### config.mk
export PLATFORM = sky130hd
export DESIGN_NAME = interrupt_priority_unit
export DESIGN_NICKNAME = d
export VERILOG_FILES = /design/src/pkg/vip_pkg.sv /design/src/pkg/vip_req_if.sv /design/src/hw/interrupt_priority_unit.sv /design/src/hw/vip_cause_gate.sv /design/src/hw/vip_resolver.sv
export SDC_FILE = /design/constraint.sdc
export NUM_CORES = 1
export LEC_CHECK = 0
export BUFFER_PORTS_ARGS = -buffer_cell sky130_fd_sc_hd__buf_2
export CAP_MARGIN = 20
export CORE_ASPECT_RATIO = 0.9
export CORE_MARGIN = 1
export CORE_UTILIZATION = 45
export CTS_BUF_LIST = sky130_fd_sc_hd__clkbuf_2 sky130_fd_sc_hd__clkbuf_4 sky130_fd_sc_hd__clkbuf_8
export DETAILED_ROUTE_END_ITERATION = 10
export PLACE_DENSITY_LB_ADDON = 0.05
export SYNTH_ARGS = -nofsm -noshare
export SYNTH_HDL_FRONTEND = slang
export SYNTH_SLANG_ARGS = --single-unit
### constraint.sdc
create_clock -name i_clk -period 9.6 [get_ports i_clk]
set_input_delay 0.96 -clock i_clk [delete_from_list [all_inputs] [get_ports i_clk]]
set_output_delay 0.96 -clock i_clk [all_outputs]
set_load 0.05 [all_outputs]
### src/pkg/vip_pkg.sv
// Constants for the vectored interrupt priority unit
package vip_pkg;
    localparam int          VEC_W           = 5;
    localparam int          LVL_W           = 3;
    localparam int          NUM_VEC         = 32;
    localparam logic [2:0]  LVL_RESET       = 3'h0;
    localparam logic [23:0] TABLE_BASE_INIT = 24'h008000;
    localparam logic [23:0] VEC_STRIDE      = 24'h000004;
    localparam int          BASE_ALIGN_BITS = 8;
    localparam logic [4:0]  VEC_RESET       = 5'h00;
    localparam logic [4:0]  VEC_NMI         = 5'h02;
    localparam logic [4:0]  VEC_SUPPLY      = 5'h04;
    localparam logic [4:0]  VEC_PORT        = 5'h05;
    localparam logic [4:0]  VEC_CLOCK_GEN   = 5'h07;
    localparam logic [4:0]  VEC_TIMER0      = 5'h09;
    localparam logic [4:0]  VEC_SERIAL0     = 5'h0a;
    localparam logic [4:0]  VEC_TIMER1      = 5'h0b;
    localparam logic [4:0]  VEC_I2C0        = 5'h0d;
    // Vectors with no hardware source: 3 compiler, 6/8/21 reserved
    localparam logic [31:0] VEC_FORBIDDEN   = 32'h00200148;
    localparam int          SERIAL_CAUSES   = 7;
    localparam int          I2C_CAUSES      = 8;
    localparam int          NUM_SRC         = 7;
endpackage

### src/pkg/vip_req_if.sv
// Request, level and vector bundle between resolver and top
`timescale 1ns/1ns
interface vip_req_if;
    logic                           req;
    logic [vip_pkg::LVL_W-1:0]      level;
    logic [vip_pkg::VEC_W-1:0]      vector;
    modport src (output req, output level, output vector);
    modport dst (input req, input level, input vector);
endinterface

### src/hw/interrupt_priority_unit.sv
// Interrupt priority unit: gathers peripheral requests into one CPU request
//
// Overview of operation
// - Peripheral requests in; request, level, vector out
// - Each source has one of eight levels
// - Highest configured level wins
// - Level tie goes to smallest vector
// - Handler address is base plus four times vector
// - Vector zero is reset, top priority
// - Fixed vectors 4,5,7,9,11 for named sources
// - Serial channel causes share vector 10
// - I2C channel causes share vector 13
// - Vectors 3,6,8,21 are never issued
// - Table base resets to 0x8000
// - Clock source from either oscillator stabilization
// - Level zero requests are never taken
// - Higher cause replaces pending; cleared flag cancels
// - Request whenever flag and enable both set and the source level is nonzero
// - Watchdog overflow goes to reset or NMI
`timescale 1ns/1ns
module interrupt_priority_unit (
    // Clock and reset
    input  wire logic                                   i_clk,
    input  wire logic                                   i_rst,
    // Reset causes
    input  wire logic                                   i_reset_cause,
    input  wire logic                                   i_watchdog_overflow,
    input  wire logic                                   i_watchdog_to_nmi,
    // Peripheral flags and enables
    input  wire logic                                   i_supply_flag,
    input  wire logic                                   i_supply_en,
    input  wire logic                                   i_port_flag,
    input  wire logic                                   i_port_en,
    input  wire logic [1:0]                             i_clock_gen_flag,
    input  wire logic [1:0]                             i_clock_gen_en,
    input  wire logic                                   i_timer0_flag,
    input  wire logic                                   i_timer0_en,
    input  wire logic [vip_pkg::SERIAL_CAUSES-1:0]      i_serial0_flag,
    input  wire logic [vip_pkg::SERIAL_CAUSES-1:0]      i_serial0_en,
    input  wire logic                                   i_timer1_flag,
    input  wire logic                                   i_timer1_en,
    input  wire logic [vip_pkg::I2C_CAUSES-1:0]         i_i2c0_flag,
    input  wire logic [vip_pkg::I2C_CAUSES-1:0]         i_i2c0_en,
    // Level configuration, one 3-bit field per maskable source
    input  wire logic [vip_pkg::NUM_SRC*vip_pkg::LVL_W-1:0] i_level,
    input  wire logic                                   i_level_we,
    // Table base write
    input  wire logic [23:0]                            i_table_base_wdata,
    input  wire logic                                   i_table_base_we,
    // CPU side
    input  wire logic                                   i_cpu_ack,
    output logic                                        o_cpu_req,
    output logic                                        o_cpu_nmi,
    output logic                                        o_cpu_reset,
    output logic [vip_pkg::LVL_W-1:0]                   o_cpu_level,
    output logic [vip_pkg::VEC_W-1:0]                   o_cpu_vector,
    output logic [23:0]                                 o_vector_address,
    output logic [23:0]                                 o_table_base
);
    localparam int N = vip_pkg::NUM_SRC;
    localparam int NBASE = 24 - vip_pkg::BASE_ALIGN_BITS;

    logic [N-1:0]                       src_req;
    logic [N*vip_pkg::VEC_W-1:0]        src_vec;
    logic [N*vip_pkg::LVL_W-1:0]        level;
    logic [N*vip_pkg::LVL_W-1:0]        next_level;
    logic [NBASE-1:0]                   base_hi;
    logic [NBASE-1:0]                   next_base_hi;
    logic                               req;
    logic                               next_req;
    logic [vip_pkg::LVL_W-1:0]          lvl_q;
    logic [vip_pkg::LVL_W-1:0]          next_lvl_q;
    logic [vip_pkg::VEC_W-1:0]          vec_q;
    logic [vip_pkg::VEC_W-1:0]          next_vec_q;
    logic                               nmi;
    logic                               next_nmi;
    logic                               rst_req;
    logic                               next_rst_req;
    logic [2:0]                         cause_sync;
    logic [2:0]                         next_cause_sync;
    logic                               cause_seen;
    logic                               next_cause_seen;

    vip_req_if win ();

    vip_cause_gate #(.N(1)) u_supply (
        .i_flag   (i_supply_flag),
        .i_enable (i_supply_en),
        .o_req    (src_req[0])
    );
    vip_cause_gate #(.N(1)) u_port (
        .i_flag   (i_port_flag),
        .i_enable (i_port_en),
        .o_req    (src_req[1])
    );
    vip_cause_gate #(.N(2)) u_clock_gen (
        .i_flag   (i_clock_gen_flag),
        .i_enable (i_clock_gen_en),
        .o_req    (src_req[2])
    );
    vip_cause_gate #(.N(1)) u_timer0 (
        .i_flag   (i_timer0_flag),
        .i_enable (i_timer0_en),
        .o_req    (src_req[3])
    );
    vip_cause_gate #(.N(vip_pkg::SERIAL_CAUSES)) u_serial0 (
        .i_flag   (i_serial0_flag),
        .i_enable (i_serial0_en),
        .o_req    (src_req[4])
    );
    vip_cause_gate #(.N(1)) u_timer1 (
        .i_flag   (i_timer1_flag),
        .i_enable (i_timer1_en),
        .o_req    (src_req[5])
    );
    vip_cause_gate #(.N(vip_pkg::I2C_CAUSES)) u_i2c0 (
        .i_flag   (i_i2c0_flag),
        .i_enable (i_i2c0_en),
        .o_req    (src_req[6])
    );

    assign src_vec = {vip_pkg::VEC_I2C0,     vip_pkg::VEC_TIMER1,
                      vip_pkg::VEC_SERIAL0,  vip_pkg::VEC_TIMER0,
                      vip_pkg::VEC_CLOCK_GEN, vip_pkg::VEC_PORT,
                      vip_pkg::VEC_SUPPLY};

    vip_resolver #(.N(N)) u_resolver (
        .i_req    (src_req),
        .i_level  (level),
        .i_vector (src_vec),
        .win      (win.src)
    );

    // Configuration state
    always_comb begin
        next_level   = level;
        next_base_hi = base_hi;
        if (i_level_we) begin
            next_level = i_level;
        end
        // Low byte is fixed so the table stays on a 256-byte boundary
        if (i_table_base_we) begin
            next_base_hi = i_table_base_wdata[23:vip_pkg::BASE_ALIGN_BITS];
        end
    end

    always_ff @(posedge i_clk) begin
        if (i_rst) begin
            level   <= {N{vip_pkg::LVL_RESET}};
            base_hi <= vip_pkg::TABLE_BASE_INIT[23:vip_pkg::BASE_ALIGN_BITS];
        end else begin
            level   <= next_level;
            base_hi <= next_base_hi;
        end
    end

    // Reset causes come from pins and detectors outside this clock: three
    // stages, and a change counts only once the last two agree.
    // A one-cycle glitch never reaches both, so it is ignored.
    always_comb begin
        next_cause_sync = {cause_sync[1:0], i_reset_cause};
        next_cause_seen = cause_seen;
        if (cause_sync[1] == cause_sync[2]) begin
            next_cause_seen = cause_sync[2];
        end
    end

    always_ff @(posedge i_clk) begin
        if (i_rst) begin
            cause_sync <= '0;
            cause_seen <= 1'b0;
        end else begin
            cause_sync <= next_cause_sync;
            cause_seen <= next_cause_seen;
        end
    end

    // Request state toward the CPU
    always_comb begin
        next_req     = 1'b0;
        next_lvl_q   = lvl_q;
        next_vec_q   = vec_q;
        // reset vector on reset cause or selected watchdog
        next_rst_req = next_cause_seen || (i_watchdog_overflow && !i_watchdog_to_nmi);
        // watchdog as NMI holds until acknowledged
        next_nmi     = (nmi && !i_cpu_ack) || (i_watchdog_overflow && i_watchdog_to_nmi);
        // follow the current winner; cleared flags drop out of the search
        if (win.req) begin
            next_req = 1'b1;
            // vector follows the winner whenever its level or vector differs from the held one
            if (!req || win.level != lvl_q || win.vector != vec_q) begin
                next_lvl_q = win.level;
                next_vec_q = win.vector;
            end
        end
        // Acknowledged request drops for one cycle so the flag clear can land
        if (req && i_cpu_ack) begin
            next_req = 1'b0;
        end
        // never issue a vector with no hardware source
        if (vip_pkg::VEC_FORBIDDEN[next_vec_q]) begin
            next_req = 1'b0;
        end
    end

    always_ff @(posedge i_clk) begin
        if (i_rst) begin
            req     <= 1'b0;
            lvl_q   <= '0;
            vec_q   <= '0;
            nmi     <= 1'b0;
            rst_req <= 1'b0;
        end else begin
            req     <= next_req;
            lvl_q   <= next_lvl_q;
            vec_q   <= next_vec_q;
            nmi     <= next_nmi;
            rst_req <= next_rst_req;
        end
    end

    assign o_cpu_req    = req;
    assign o_cpu_level  = lvl_q;
    assign o_cpu_nmi    = nmi;
    assign o_cpu_reset  = rst_req;
    assign o_cpu_vector = rst_req ? vip_pkg::VEC_RESET : (nmi ? vip_pkg::VEC_NMI : vec_q);
    assign o_table_base = {base_hi, {vip_pkg::BASE_ALIGN_BITS{1'b0}}};
    assign o_vector_address = o_table_base
                            + (vip_pkg::VEC_STRIDE * {19'h00000, o_cpu_vector});

endmodule // interrupt_priority_unit

### src/hw/vip_cause_gate.sv
// Flag-and-enable gating of one peripheral's causes into one request
`timescale 1ns/1ns
module vip_cause_gate #(
    parameter int N = 1
) (
    // Causes
    input  wire logic [N-1:0] i_flag,
    input  wire logic [N-1:0] i_enable,
    // Request
    output logic              o_req
);
    if (N < 1) begin : g_bad_n
        $error("N must be at least 1");
    end
    // Level gating, so a late enable on a set flag still requests
    assign o_req = |(i_flag & i_enable);
endmodule // vip_cause_gate

### src/hw/vip_resolver.sv
// Level-then-vector priority search over the maskable sources
`timescale 1ns/1ns
module vip_resolver #(
    parameter int N = 7
) (
    // Sources
    input  wire logic [N-1:0]                    i_req,
    input  wire logic [N*vip_pkg::LVL_W-1:0]     i_level,
    input  wire logic [N*vip_pkg::VEC_W-1:0]     i_vector,
    // Winner
    vip_req_if.src                               win
);
    if (N < 1) begin : g_bad_n
        $error("N must be at least 1");
    end
    logic                       best_req;
    logic [vip_pkg::LVL_W-1:0]  best_lvl;
    logic [vip_pkg::VEC_W-1:0]  best_vec;
    always_comb begin
        logic [vip_pkg::LVL_W-1:0] l;
        logic [vip_pkg::VEC_W-1:0] v;
        l = '0;
        v = '0;
        best_req = 1'b0;
        best_lvl = '0;
        best_vec = '0;
        for (int i = 0; i < N; i++) begin
            l = i_level[i*vip_pkg::LVL_W +: vip_pkg::LVL_W];
            v = i_vector[i*vip_pkg::VEC_W +: vip_pkg::VEC_W];
            if (i_req[i] && l != vip_pkg::LVL_RESET) begin
                if (!best_req || l > best_lvl || (l == best_lvl && v < best_vec)) begin
                    best_req = 1'b1;
                    best_lvl = l;
                    best_vec = v;
                end
            end
        end
    end
    assign win.req    = best_req;
    assign win.level  = best_lvl;
    assign win.vector = best_vec;
endmodule // vip_resolver

==> results.py <==
metrics = {
    "route": {
        "vias_per_cell": 5.18,
        "wl_per_cell_um": 13.4,
        "drt_iter0_drc": 120,
        "route.detailed.drc": 0,
        "drtPass1Iterations": 4,
        "num_vias": 3283,
        "wl_mm": 8.52,
        "detail-route-antenna-nets": 0,
    },
    "worst_hold_path": {
        "whs_path_depth": 1,
        "min_path_type": "reg2reg",
    },
    "power": {
        "power_density_nw_per_um2": 162,
        "leakage_nw": 2.24,
        "combPwrFrac": 0.455,
        "ir_worst_vdd_mv": 0.0866,
        "p_int_mw": 0.464,
        "clkPwrFrac": 0.209,
        "p_total_mw": 0.756,
        "switching_share": 0.386,
        "seqPwrFrac": 0.336,
        "p_sw_mw": 0.292,
    },
    "floorplan": {
        "start_util": 0.467,
        "core_region_area_sq_um": 7540,
        "fp.dieH_um": 85.9,
        "die_w_um": 95.3,
        "die_area_sq_um": 8190,
        "ios": 154,
        "placementRows": 30,
    },
    "synthesis": {
        "synth.distinct_cells": 71,
        "synth-main-ff-cell": "dfxtp_1",
        "synth-edff-count": 0,
        "yosys.area.top_type_share": 0.295,
        "yosys_register_bits": 52,
        "synth_area_per_cell_sq_um": 8.97,
        "yosysTopAreaCell": "dfxtp_1",
        "ys.warnings.count": 0,
        "ys_seq_area_frac": 0.295,
        "synthCells": 393,
        "syn_area_sq_um": 3520,
        "synth_area_leaders": "dfxtp_1, mux2i_1, buf_4",
        "synth-async-reset-ratio": 0,
    },
    "cells_and_area": {
        "syn2layout_area_growth_pct": 32.1,
        "regArea_sq_um": 1040,
        "antenna_cells": 0,
        "fillers": 692,
        "multi_input_area_sq_um": 2340,
        "drive_above_1_share": 0.468,
        "nets": 650,
    },
    "global_routing": {
        "grt_use_total": 0.207,
        "antenna_found_initial": 0,
        "grt_overflow": 0,
        "grt_pass1_vias": 2861,
        "grt_start_max_net_pins": 53,
        "grt_pass1_wl_mm": 13.5,
    },
    "placement": {
        "dp_slack_ns": -0.404,
        "io_buffers": 134,
        "hpwl_mm": 6.40,
        "routabilityCongestion": 0.813,
    },
    "sta": {
        "period_share": 0.965,
        "timing.fmax_mhz": 108,
        "finalSetupViolations": 0,
        "fin_ws_ns": 0.339,
        "finalCriticalPeriod_ns": 9.26,
        "slew-limit-headroom": 0.362,
        "hold-worst-slack_ns": 0.446,
        "final.setup.tns_ns": 0,
        "hold_violations": 0,
        "finalClockSkew_ns": 0.0109,
        "maxSlewViolCount": 0,
        "worstMarginPinSlew_ns": 0.957,
    },
    "setup_path": {
        "crit_slowest_cell": "or4_4",
        "crit_fanout": 6,
        "r2r_cells": 43,
        "cp_slowest_stage_delay_ns": 0.48,
        "setup.worst_path.end_class": "flip-flop",
        "crit_arrival_ns": 9.41,
        "crit_type": "in2reg",
        "cp-start-kind": "primary input",
        "worstPathRequired_ns": 9.75,
    },
    "cts": {
        "clk_pin_slew_ns": 0.09,
        "cts_num_sinks": 52,
        "tritoncts": "yes",
        "cts_buffers": 5,
        "cts-root-buf": "clkbuf_8",
        "cts_hold_buf": 0,
        "clk_latency_ns": 0.31,
        "ctsLongestPathBuffers": 2,
        "cts_max_level": 2,
    },
    "run": {
        "drv_cap": 0,
    },
    "run_status": {
        "status": "completed",
    },
}
-- worst paths after layout --
kind                 start            end  slack [ns]
max          i_supply_flag       vec_q[3]        0.34
min          cause_sync[0]  cause_sync[1]        0.45
max reg2reg       level[2]       vec_q[3]        0.69
min reg2reg  cause_sync[0]  cause_sync[1]        0.45
-- sequential cells by signal, summed over array words and instances, names as in the netlist --
name         flops
level           21
base_hi         16
vec_q            5
cause_sync       3
o_cpu_level      3
cause_seen       1
o_cpu_nmi        1
o_cpu_req        1
o_cpu_reset      1
-- cell type report --
cell class	count	area share
multi-input cells	286	0.502
flip-flops and latches	52	0.224
inverters	17	0.0137
repair buffers	175	0.210
clock inverters	2	0.00833
clock buffers	6	0.0164
well taps	96	0.0258
-- metrics by stage --
stage / instances / area, sq um / utilization
6_report: 634 / 4650 / 0.617
5_1_grt: 634 / 4650 / 0.617
4_1_cts: 629 / 4390 / 0.582
3_5_place_dp: 621 / 4270 / 0.566
3_3_place_gp: 621 / 4270 / 0.566
2_1_floorplan: 403 / 3560 / -
-- placed cells by master, fill, tap and decap left out, drive strengths merged, types with 5 or more instances in the layout --
master  synthesis  layout
conb            1      11
a21oi          15      15
inv            17      18
o311ai          5       5
buf            37     175
nor3            9       9
ha             18      18
and3            6       6
nor2b           5       5
nand2          11      11
o21ai          12      12
nand3           8       8
nor2           58      58
dfxtp          52      52
a31oi           7       7
mux2i          39      39
a22oi           8       8
xnor2           5       5
a211oi          6       6
clkbuf         10       6
-- per-layer routing --
layer	up-vias	global-route usage	wire length (um)
met5	-	0	0
met3	5	0.0434	531
li1	1664	-	-
met1	1518	0.295	4060
met4	0	0.0372	48
met2	96	0.321	3880
-- what timing repair did --
action | CTS | global route
pin swaps | 0 | 23
endpoints found under the setup margin | 3 | 3
setup buffers | 0 | 5
resized for setup | 6 | 41
-- power groups by stage --
stage               Combinational (mW)  Clock [mW]  Sequential (mW)
floorplan                        0.210           0            0.276
global placement                 0.306           0            0.257
detailed placement               0.310           0            0.257
CTS                              0.313       0.163            0.253
global route                     0.373       0.173            0.257
finish                           0.344       0.158            0.254
-- cell families (layout without fill, tap and decap cells) --
logic type,count (synthesis),after routing,synth area share
muxes,43,43,0.124
AOI/OAI and AO/OA,87,87,0.210
adders and majority gates,18,18,0.0639
other,1,11,0.00106
buffers and inverters,65,200,0.119
xor gates and xnor gates,9,9,0.0224
and+or+nand+nor,118,118,0.165
DFF,52,52,0.295
-- critical path, delay by kind of cell --
family	cells	cell delay, ns
compound gates	18	3.55
fa+ha+maj	6	1.40
mux	3	0.68
simple gates	13	2.38
buf+inv	4	0.42
-- synth_stat cells, drive strengths merged (4+ instances only) --
cell	n
and3	6
dfxtp	52
nand2b	4
mux2i	39
nor2b	5
mux2	4
a221oi	4
or3	4
o311ai	5
a211oi	6
a22oi	8
clkbuf	10
nor2	58
and2	4
xnor2	5
buf	37
nand3	8
ha	18
nand2	11
a31oi	7
o21ai	12
nor3	9
a21oi	15
inv	17
xor2	4
No activity file was read; power rests on OpenSTA's default activity.
